File: config.mk
export PLATFORM = sky130hd
export DESIGN_NAME = reply_message_queue
export DESIGN_NICKNAME = d
export VERILOG_FILES = /design/src/logic/reply_queue_pkg.sv /design/src/logic/quotient_divider.sv /design/src/logic/reply_message_queue.sv
export SDC_FILE = /design/constraint.sdc
export NUM_CORES = 1
export LEC_CHECK = 0
export BUFFER_PORTS_ARGS = -buffer_cell sky130_fd_sc_hd__buf_2
export CORE_MARGIN = 10
export CORE_UTILIZATION = 45
export DETAILED_ROUTE_END_ITERATION = 16
export PLACE_DENSITY = 0.61
export SETUP_SLACK_MARGIN = 0.1
export SLEW_MARGIN = 20
export SYNTH_ARGS = -nofsm -noshare
export SYNTH_HDL_FRONTEND = slang
export SYNTH_HIERARCHICAL = 1
export SYNTH_SLANG_ARGS = --single-unit
File: constraint.sdc
create_clock -name i_ref_clk -period 27 [get_ports i_ref_clk]
set_clock_uncertainty 0.15 [all_clocks]
set_input_delay 5.4 -clock i_ref_clk [delete_from_list [all_inputs] [get_ports i_ref_clk]]
set_output_delay 5.4 -clock i_ref_clk [all_outputs]
set_load 0.005 [all_outputs]
File: src/logic/reply_queue_pkg.sv
// Constants, field layout and state type shared by the reply message queue.
package reply_queue_pkg;

   // Clocking.
   localparam int CLK_PERIOD_PS  = 5000;
   localparam int HALF_PERIOD_PS = 2 * CLK_PERIOD_PS;

   // Sizes of the decoder set, queue and data paths.
   localparam int DEC_NUM   = 4;
   localparam int ID_W      = 2;
   localparam int PTR_W     = 4;
   localparam int PEND_W    = 4;
   localparam int RANGE_W   = 12;
   localparam int AZ_W      = 12;
   localparam int SUM_W     = 12;
   localparam int CNT_W     = 4;
   localparam int QUO_W     = 8;
   localparam int WORD_W    = 16;
   localparam int SEL_W     = 2;
   localparam int DLY_W     = 8;

   // Reset values.
   localparam logic [RANGE_W-1:0] RANGE_INIT   = 12'h000;
   localparam logic [PTR_W-1:0]   PTR_INIT     = 4'h0;
   localparam logic [PEND_W-1:0]  PEND_INIT    = 4'h0;
   localparam logic               REPLY_IND    = 1'b1;
   localparam logic               HEADER_IND   = 1'b0;

   // Delay from word selection to word request, in picoseconds and in half-rate ticks.
   localparam int WORD_DELAY_PS    = 60000;
   localparam int WORD_DELAY_TICKS = (WORD_DELAY_PS + HALF_PERIOD_PS - 1) / HALF_PERIOD_PS;

   // Field positions inside the device part of a message word.
   localparam int TYPE_BIT  = 15;
   localparam int MODE_BIT  = 14;
   localparam int OVF_BIT   = 13;
   localparam int ID_LSB    = 12;
   localparam int RANGE_LSB = 0;
   localparam int AZ_LSB    = 0;
   localparam int QUO_LSB   = 0;

   // Word selector positions; sel_done is the extra step after the fourth word.
   typedef enum logic [2:0] {
      sel_word0,
      sel_word1,
      sel_word2,
      sel_word3,
      sel_done
   } word_state_t;

endpackage

File: src/logic/quotient_divider.sv
// Registered divider of the monopulse sum by the pulse count.
`timescale 1ns/1ps
module quotient_divider
   import reply_queue_pkg::*;
#(
   parameter int DIVIDEND_W = SUM_W,
   parameter int DIVISOR_W  = CNT_W,
   parameter int QUOTIENT_W = QUO_W
)
(
   // Clock and reset.
   input  wire logic                  i_ref_clk,
   input  wire logic                  i_resetn,
   // Operands from the enabled decoder.
   input  wire logic [DIVIDEND_W-1:0] i_monopulse_sum,
   input  wire logic [DIVISOR_W-1:0]  i_pulse_count,
   // Result.
   output logic      [QUOTIENT_W-1:0] o_quotient
);

   generate
      if (QUOTIENT_W > DIVIDEND_W || DIVISOR_W > DIVIDEND_W)
      begin : g_bad_width
         $error("quotient_divider: widths cannot be served");
      end
   endgenerate

   logic [DIVIDEND_W-1:0] full_quotient;
   logic                  too_big;
   logic [QUOTIENT_W-1:0] next_quotient;

   // A zero count or an oversize result saturates rather than wrapping to a misleading small value.
   assign full_quotient = (i_pulse_count == '0) ? '1 : i_monopulse_sum / DIVIDEND_W'(i_pulse_count);
   assign too_big       = (full_quotient >> QUOTIENT_W) != '0;
   assign next_quotient = too_big ? '1 : full_quotient[QUOTIENT_W-1:0];

   always_ff @(posedge i_ref_clk)
   begin
      if (!i_resetn)
         o_quotient <= '0;
      else
         o_quotient <= next_quotient;
   end

endmodule

File: src/logic/reply_message_queue.sv
// Reply message queue: captures decoder replies and sends four-word messages to the computer interface.
`timescale 1ns/1ps
// How it works
// - Replies queue behind the sweep header, so they follow its completed transfer.
// - Device word fields go out together with the enabled decoder's word.
// - Device supplies range, azimuth, decoder id, reply flag, quotient; mode, overflow zero.
// - A rising edge on any of four reply-ready lines is a reply event.
// - The event latches range and azimuth and triggers the memory write.
// - Each reply advances the write pointer and pushes one pending count.
// - Pending nonzero lets the parked delay finish, raising the word request.
// - A message is four words, one per acknowledge, as for the header.
// - Pending counter is a four-bit shift register, in per reply, out per message.
// - Up to three further replies wait in memory during a transfer.
// - The word selector advances on acknowledge only while a count is pending.
// - Four-bit wrapping write pointer; write occurs before the pointer increments.
// - Four-bit wrapping read pointer advances per message; new data shows at once.
// - Sweep start clears both pointers; the header advances each once.
// - Memories read one location while writing another.
// - Stored decoder id enables that one decoder for the whole message.
// - Message completion drops the enable and pulses that decoder's release.
// - Twelve-bit sum divided by four-bit count gives the eight-bit quotient.
// - Phase, range counter, divider and output registers run at full clock rate, everything else at half rate.
// - Request hidden during acknowledge; request stops delay, acknowledge reloads it.
// - After the fourth acknowledge the selector steps once more, completes, returns.
module reply_message_queue
   import reply_queue_pkg::*;
#(
   parameter int DELAY_TICKS = WORD_DELAY_TICKS
)
(
   // Clock and reset.
   input  wire logic               i_ref_clk,
   input  wire logic               i_resetn,
   // Sweep timing and antenna position.
   input  wire logic               i_sweep_start,
   input  wire logic               i_zero_range,
   input  wire logic [AZ_W-1:0]    i_azimuth,
   input  wire logic               i_azimuth_changing,
   // Decoders.
   input  wire logic [DEC_NUM-1:0] i_reply_ready,
   input  wire logic [SUM_W-1:0]   i_monopulse_sum,
   input  wire logic [CNT_W-1:0]   i_pulse_count,
   output logic      [DEC_NUM-1:0] o_decoder_output_enable,
   output logic      [DEC_NUM-1:0] o_decoder_release,
   // Computer interface.
   input  wire logic               i_word_done_ack,
   output logic                    o_word_send_request,
   output logic      [SEL_W-1:0]   o_word_select,
   output logic      [WORD_W-1:0]  o_word_data,
   output logic                    o_message_done_pulse
);

   generate
      if (DELAY_TICKS < 2 || DELAY_TICKS > 255)
      begin : g_bad_delay
         $error("reply_message_queue: DELAY_TICKS must lie in 2..255");
      end
   endgenerate

   localparam logic [DLY_W-1:0] DELAY_LOAD = DLY_W'(DELAY_TICKS);
   localparam int               MEM_DEPTH  = 1 << PTR_W;

   function automatic logic [ID_W-1:0] first_set(input logic [DEC_NUM-1:0] vec);
      logic [ID_W-1:0] idx;
      idx = '0;
      for (int i = DEC_NUM - 1; i >= 0; i--)
      begin
         if (vec[i])
            idx = ID_W'(i);
      end
      return idx;
   endfunction

   function automatic logic [DEC_NUM-1:0] one_hot(input logic [ID_W-1:0] idx);
      one_hot = DEC_NUM'(1) << idx;
   endfunction

   // Half-rate phase; every register except the phase itself, the range counter, the divider and the output registers moves only on a tick.
   logic half_phase;
   wire  tick = half_phase;

   // Range, azimuth and capture stage.
   logic [RANGE_W-1:0] range_cnt;
   logic [RANGE_W-1:0] range_hold;
   logic [AZ_W-1:0]    az_hold;
   logic [ID_W-1:0]    cap_id;
   logic               cap_reply;
   logic               write_due;

   // Edge detectors.
   logic [DEC_NUM-1:0] ready_q;
   logic               ack_q;
   logic               sweep_q;

   // Queue state.
   logic [PTR_W-1:0]  wr_ptr;
   logic [PTR_W-1:0]  rd_ptr;
   logic [PEND_W-1:0] pending;
   logic [DLY_W-1:0]  delay_cnt;
   logic              req_flag;
   word_state_t       sel_state;
   word_state_t       next_sel;

   // Entry memories.
   logic [ID_W-1:0]    id_mem    [MEM_DEPTH];
   logic               kind_mem  [MEM_DEPTH];
   logic [AZ_W-1:0]    az_mem    [MEM_DEPTH];
   logic [RANGE_W-1:0] range_mem [MEM_DEPTH];

   logic [QUO_W-1:0] quotient;

   wire [DEC_NUM-1:0] ready_rise = i_reply_ready & ~ready_q;
   wire               ack_rise   = i_word_done_ack & ~ack_q;
   wire               sweep_rise = i_sweep_start & ~sweep_q;
   wire               pend_nz    = pending[0];
   wire               pend_full  = pending[PEND_W-1] | (pending[PEND_W-2] & write_due);
   wire               capture    = tick & (|ready_rise) & ~sweep_rise & ~pend_full;
   wire               push       = tick & write_due & ~sweep_rise;
   wire               pop        = tick & (sel_state == sel_done) & ~sweep_rise;
   wire               advance    = tick & req_flag & ack_rise & pend_nz;
   wire               finish     = tick & pend_nz & ~req_flag & (delay_cnt == DLY_W'(1));

   // Memory read side sees the read pointer combinationally.
   wire [ID_W-1:0]    rd_id     = id_mem[rd_ptr];
   wire               rd_reply  = kind_mem[rd_ptr];
   wire [AZ_W-1:0]    rd_az     = az_mem[rd_ptr];
   wire [RANGE_W-1:0] rd_range  = range_mem[rd_ptr];

   // Device part of each word; mode and overflow bits stay zero in a reply.
   wire [WORD_W-1:0] word0 = (WORD_W'(rd_reply) << TYPE_BIT) | (WORD_W'(rd_range) << RANGE_LSB);
   wire [WORD_W-1:0] word1 = (WORD_W'(rd_id) << ID_LSB) | (WORD_W'(rd_az) << AZ_LSB);
   wire [WORD_W-1:0] word2 = rd_reply ? (WORD_W'(quotient) << QUO_LSB) : '0;
   wire [WORD_W-1:0] word3 = '0;
   wire [WORD_W-1:0] word_mux = (sel_state == sel_word0) ? word0 :
                                (sel_state == sel_word1) ? word1 :
                                (sel_state == sel_word2) ? word2 : word3;
   wire [SEL_W-1:0]  sel_index = (sel_state == sel_done) ? '0 : SEL_W'(sel_state);

   wire               msg_open = pend_nz & (sel_state != sel_done);
   wire [DEC_NUM-1:0] next_doe = (msg_open & rd_reply) ? one_hot(rd_id) : '0;
   wire [DEC_NUM-1:0] next_rel = (pop & rd_reply) ? one_hot(rd_id) : '0;

   // Word selector: one step per acknowledge, then one extra step that ends the message.
   always_comb
   begin
      next_sel = sel_state;
      case (sel_state)
         sel_word0: next_sel = advance ? sel_word1 : sel_word0;
         sel_word1: next_sel = advance ? sel_word2 : sel_word1;
         sel_word2: next_sel = advance ? sel_word3 : sel_word2;
         sel_word3: next_sel = advance ? sel_done : sel_word3;
         sel_done:  next_sel = tick ? sel_word0 : sel_done;
         default:   next_sel = sel_word0;
      endcase
   end

   always_ff @(posedge i_ref_clk)
   begin
      if (!i_resetn)
         half_phase <= 1'b0;
      else
         half_phase <= ~half_phase;
   end

   // Range runs on every clock edge, twice the rate of the capture and queue logic.
   always_ff @(posedge i_ref_clk)
   begin
      if (!i_resetn || i_zero_range)
         range_cnt <= RANGE_INIT;
      else
         range_cnt <= range_cnt + RANGE_W'(1);
   end

   always_ff @(posedge i_ref_clk)
   begin
      if (!i_resetn)
      begin
         ready_q <= '0;
         ack_q   <= 1'b0;
         sweep_q <= 1'b0;
      end
      else if (tick)
      begin
         ready_q <= i_reply_ready;
         ack_q   <= i_word_done_ack;
         sweep_q <= i_sweep_start;
      end
   end

   // Azimuth tracks the encoder and is taken afresh at a capture, but never moves while it changes or is written.
   // A second capture in the very tick of a write therefore keeps the azimuth of the first one.
   always_ff @(posedge i_ref_clk)
   begin
      if (!i_resetn)
         az_hold <= '0;
      else if (tick && !i_azimuth_changing && !write_due)
         az_hold <= i_azimuth;
   end

   always_ff @(posedge i_ref_clk)
   begin
      if (!i_resetn)
      begin
         range_hold <= RANGE_INIT;
         cap_id     <= '0;
         cap_reply  <= HEADER_IND;
         write_due  <= 1'b0;
      end
      else if (tick)
      begin
         write_due <= sweep_rise | capture;
         if (sweep_rise || capture)
         begin
            range_hold <= range_cnt;
            cap_id     <= sweep_rise ? '0 : first_set(ready_rise);
            cap_reply  <= sweep_rise ? HEADER_IND : REPLY_IND;
         end
      end
   end

   // The write lands at the old pointer value in the same edge that moves the pointer on.
   always_ff @(posedge i_ref_clk)
   begin
      if (push)
      begin
         id_mem[wr_ptr]    <= cap_id;
         kind_mem[wr_ptr]  <= cap_reply;
         az_mem[wr_ptr]    <= az_hold;
         range_mem[wr_ptr] <= range_hold;
      end
   end

   always_ff @(posedge i_ref_clk)
   begin
      if (!i_resetn || (tick && sweep_rise))
      begin
         wr_ptr  <= PTR_INIT;
         rd_ptr  <= PTR_INIT;
         pending <= PEND_INIT;
      end
      else
      begin
         if (push)
            wr_ptr <= wr_ptr + PTR_W'(1);
         if (pop)
            rd_ptr <= rd_ptr + PTR_W'(1);
         if (push && !pop)
            pending <= {pending[PEND_W-2:0], 1'b1};
         else if (pop && !push)
            pending <= {1'b0, pending[PEND_W-1:1]};
      end
   end

   // An empty queue parks the delay one count short, so a new reply only has to finish it.
   always_ff @(posedge i_ref_clk)
   begin
      if (!i_resetn || (tick && sweep_rise))
      begin
         delay_cnt <= DELAY_LOAD;
         req_flag  <= 1'b0;
         sel_state <= sel_word0;
      end
      else
      begin
         sel_state <= next_sel;
         if (tick && req_flag && ack_rise)
         begin
            req_flag  <= 1'b0;
            delay_cnt <= DELAY_LOAD;
         end
         else if (finish)
         begin
            req_flag  <= 1'b1;
            delay_cnt <= '0;
         end
         else if (tick && !req_flag && delay_cnt > DLY_W'(1))
            delay_cnt <= delay_cnt - DLY_W'(1);
      end
   end

   assign o_word_send_request = req_flag & ~i_word_done_ack;

   always_ff @(posedge i_ref_clk)
   begin
      if (!i_resetn)
      begin
         o_word_data             <= '0;
         o_word_select           <= '0;
         o_decoder_output_enable <= '0;
         o_decoder_release       <= '0;
         o_message_done_pulse    <= 1'b0;
      end
      else
      begin
         o_word_data             <= word_mux;
         o_word_select           <= sel_index;
         o_decoder_output_enable <= next_doe;
         o_decoder_release       <= next_rel;
         o_message_done_pulse    <= pop;
      end
   end

   quotient_divider #(
      .DIVIDEND_W (SUM_W),
      .DIVISOR_W  (CNT_W),
      .QUOTIENT_W (QUO_W)
   ) u_divider (
      .i_ref_clk       (i_ref_clk),
      .i_resetn        (i_resetn),
      .i_monopulse_sum (i_monopulse_sum),
      .i_pulse_count   (i_pulse_count),
      .o_quotient      (quotient)
   );

endmodule

==> out/metrics.yaml <==
run_status:
  outcome: "finished clean"
finish:
  antenna_cells: 0
  area_delta_synth_final_pct: 12.81
  nets: 1625
  fillCellCount: 4245
  drive_gt1_share_pct: 22.76
setup_path:
  criticalPathCategory: "in2reg"
  reg2reg_slack_ns: 23.33
  cp_data_arrival_time_ns: 24.16
  cp_data_required_time_ns: 27.29
  max_stage_delay_ns: 0.63
  cp_max_fo: 12
  start_kind: "input pin"
  crit_path_end_kind: "register"
  worstReg2RegEnd: "o_word_data[2]$_SDFF_PN0_"
  r2r.worst_path.cells: 6
  crit_top_cell: "o21a_1"
  crit_path_top_delay_cell: "or4_4"
synthesis:
  synth_most_common_cell: "edfxtp_1"
  synth-edff-count: 432
  yosysTopAreaCell: "edfxtp_1"
  postSynthCellCount: 1457
  yosysSeqAreaShare_pct: 65.32
  synthDominantCellAreaShare_pct: 55.92
  syn-num-nets: 1547
  synth.top_cells.by_count: "432 x edfxtp_1, 119 x mux4_2, 116 x nor2_1"
  avgSynthCellArea_um2: 15.92
  yosysUniqueCellTypes: 88
  syn-cell-area_um2: 23200
  synth_ff_type: "edfxtp_1"
  async_reset_ff_share_pct: 0
  yosysWarnings: 6
  synth_seq_cells: 541
  synthTopCellsByArea: "edfxtp_1 56%, mux4_2 12%, dfxtp_1 9.4%"
floorplanning:
  ios: 66
  die_area_um2: 61040
  core_area_um2: 51200
  fp.dieH_um: 247.1
  die_w_um: 247.1
  rows: 83
  start_util_pct: 45.31
cts:
  clkTransAtPathRegs_ns: 0.06
  cts_repair_resize_count: 0
  cts_root_buf: "clkbuf_16"
  htree_levels: 2
  cts_setup_buffers: 0
  clock_latency_ns: 0.57
  cts_tree: "done"
  cts-buffers-inserted: 52
  cts_sinks: 541
  clock_path_buffers: 3
  ctsHoldBuffers: 0
sta:
  fin_crit_ns: 23.86
  grt_setup_unrepaired: "false"
  period_share_pct: 88.38
  hold_viol: 0
  setup_viol: 0
  timing.fmax_mhz: 41.91
  slew_viol_final: 0
  maxSlewHeadroom_pct: 36.42
  setup_slack_ns: 3.138
  tns_ns: 0
  tightest_slew_ns: 0.9537
global_route:
  grt_pass1_wl_mm: 80.39
  antenna_found_initial: 0
  grt.total_usage_pct: 17.42
  grt_overflow: 0
  grt_start_max_net_pins: 49
  grt_pass1_vias: 13147
routing:
  viasPerCell: 5.677
  dr.pass1.iters: 5
  ant_nets: 0
  drt_iter0_markers: 1020
  wl_per_cell_um: 23.52
  num_vias: 12814
  routed_wl_mm: 53.09
  drc: 0
place:
  io_buffers: 64
  dpl.hpwl_mm: 30.72
  place.gp.congestion: 0.8117
  dp_slack_ns: 2.699
flow_run:
  cap_viol_max_count: 0
hold_path:
  hold_depth: 2
  hold_class: "reg2reg"
  min_from: "u_divider/o_quotient[4]$_SDFF_PN0_"
  hold_end: "o_word_data[4]$_SDFF_PN0_"
pwr:
  power.density_nw_per_um2: 100.2
  total_leakage_power_nw: 8.348
  vdd_drop_max_mv: 0.1128
-- layout by cell type (no fill, tap or decap), drive strengths merged, types with 6 or more instances in the layout --
cell and instances:
bufinv 6, a2111oi 7, mux2i 70, nand3 24, xor2 18, nor2 117, nor2b 44, edfxtp 432
nand4b 6, clkbuf 75, dfxtp 109, or3 11, nor4 9, and2 9, buf 92, a21o 6
or2 7, and3 8, o21a 28, o21ai 31, clkinv 13, mux4 119, a31oi 7, nand2 45
nand4 10, xnor2 14, mux2 13, nand2b 14, inv 33, nor3 35, ha 52, a22oi 10
a21oi 44
-- flip-flops by register name (all words and copies together) (netlist names), 2 cells and up, named ones only --
register,cells
id_mem,32
sel_state,3
o_word_data,15
range_mem,192
rd_ptr,4
o_decoder_output_enable,4
wr_ptr,4
pending,4
range_cnt,12
delay_cnt,8
cap_id,2
ready_q,4
az_hold,12
az_mem,192
o_decoder_release,4
u_divider/o_quotient,8
o_word_select,2
kind_mem,16
range_hold,12
-- report_power, final --
| part | internal [mW] | switching [mW] |
|---|---|---|
| clock | 0.448 | 0.303 |
| combinational | 0.393 | 0.570 |
| sequential | 0.901 | 0.00865 |
| total | 1.74 | 0.881 |
-- critical path, delay by kind of cell --
family	cells	cell delay (ns)
mux	6	1.86
simple gates	27	5.87
buf+inv	4	0.59
fa+ha+maj	12	3.62
compound gates	34	6.79
-- area by class of cell --
| cell class | count | area (um^2) | area share (%) |
|---|---|---|---|
| sequential | 541 | 15170 | 57.95 |
| multi-input combinational | 816 | 7715 | 29.48 |
| clock buffer | 75 | 1520 | 5.809 |
| tap | 680 | 850.8 | 3.251 |
| timing repair buffer | 92 | 530.5 | 2.027 |
| clock inverter | 21 | 269.0 | 1.028 |
| inverter | 32 | 120.1 | 0.4590 |
-- through the flow --
| stage | power (mW) | hold WS (ns) | instances | util, % | cell area [um^2] |
|---|---|---|---|---|---|
| floorplan | 1.707 | 0.2676 | 1457 | - | 23200 |
| global placement | 1.859 | 0.2933 | 2161 | 47.61 | 24380 |
| detailed placement | 1.871 | 0.3055 | 2161 | 47.61 | 24380 |
| CTS | 2.624 | 0.3140 | 2257 | 51.11 | 26170 |
| global route | 2.777 | 0.3468 | 2257 | 51.12 | 26170 |
| finish | 2.623 | 0.3118 | 2257 | 51.12 | 26170 |
-- worst max-delay path by stage --
| stage | cells after the start | endpoint | from |
|---|---|---|---|
| floorplan | 85 | u_divider/o_quotient[0]$_SDFF_PN0_ | i_pulse_count[0] |
| CTS | 83 | u_divider/o_quotient[0]$_SDFF_PN0_ | i_pulse_count[0] |
| detailed placement | 83 | u_divider/o_quotient[0]$_SDFF_PN0_ | i_pulse_count[0] |
| global placement | 80 | u_divider/o_quotient[0]$_SDFF_PN0_ | i_pulse_count[0] |
| global route | 83 | u_divider/o_quotient[0]$_SDFF_PN0_ | i_pulse_count[0] |
| finish | 83 | u_divider/o_quotient[0]$_SDFF_PN0_ | i_pulse_count[0] |
-- cell families after synthesis --
group / Yosys count / share of synthesized area [%]
other cells: 1 / 0.01616
buf+inv: 100 / 1.947
flops: 541 / 65.32
fa+ha+maj: 53 / 2.848
compound gates: 168 / 5.086
xor+xnor: 32 / 1.208
mux: 202 / 15.32
simple gates: 360 / 8.252
-- per-layer routing --
metal / share of wire (%) / up-vias / global-route usage (%) / wire, um
li1: - / 5857 / - / -
met1: 44 / 6563 / 23.05 / 23110
met2: 50 / 330 / 29.59 / 26390
met3: 4.9 / 64 / 2.676 / 2611
met4: 1.9 / 0 / 4.456 / 983
met5: 0 / - / 0 / 0
Note: power is estimated with default switching activity, not from simulation.
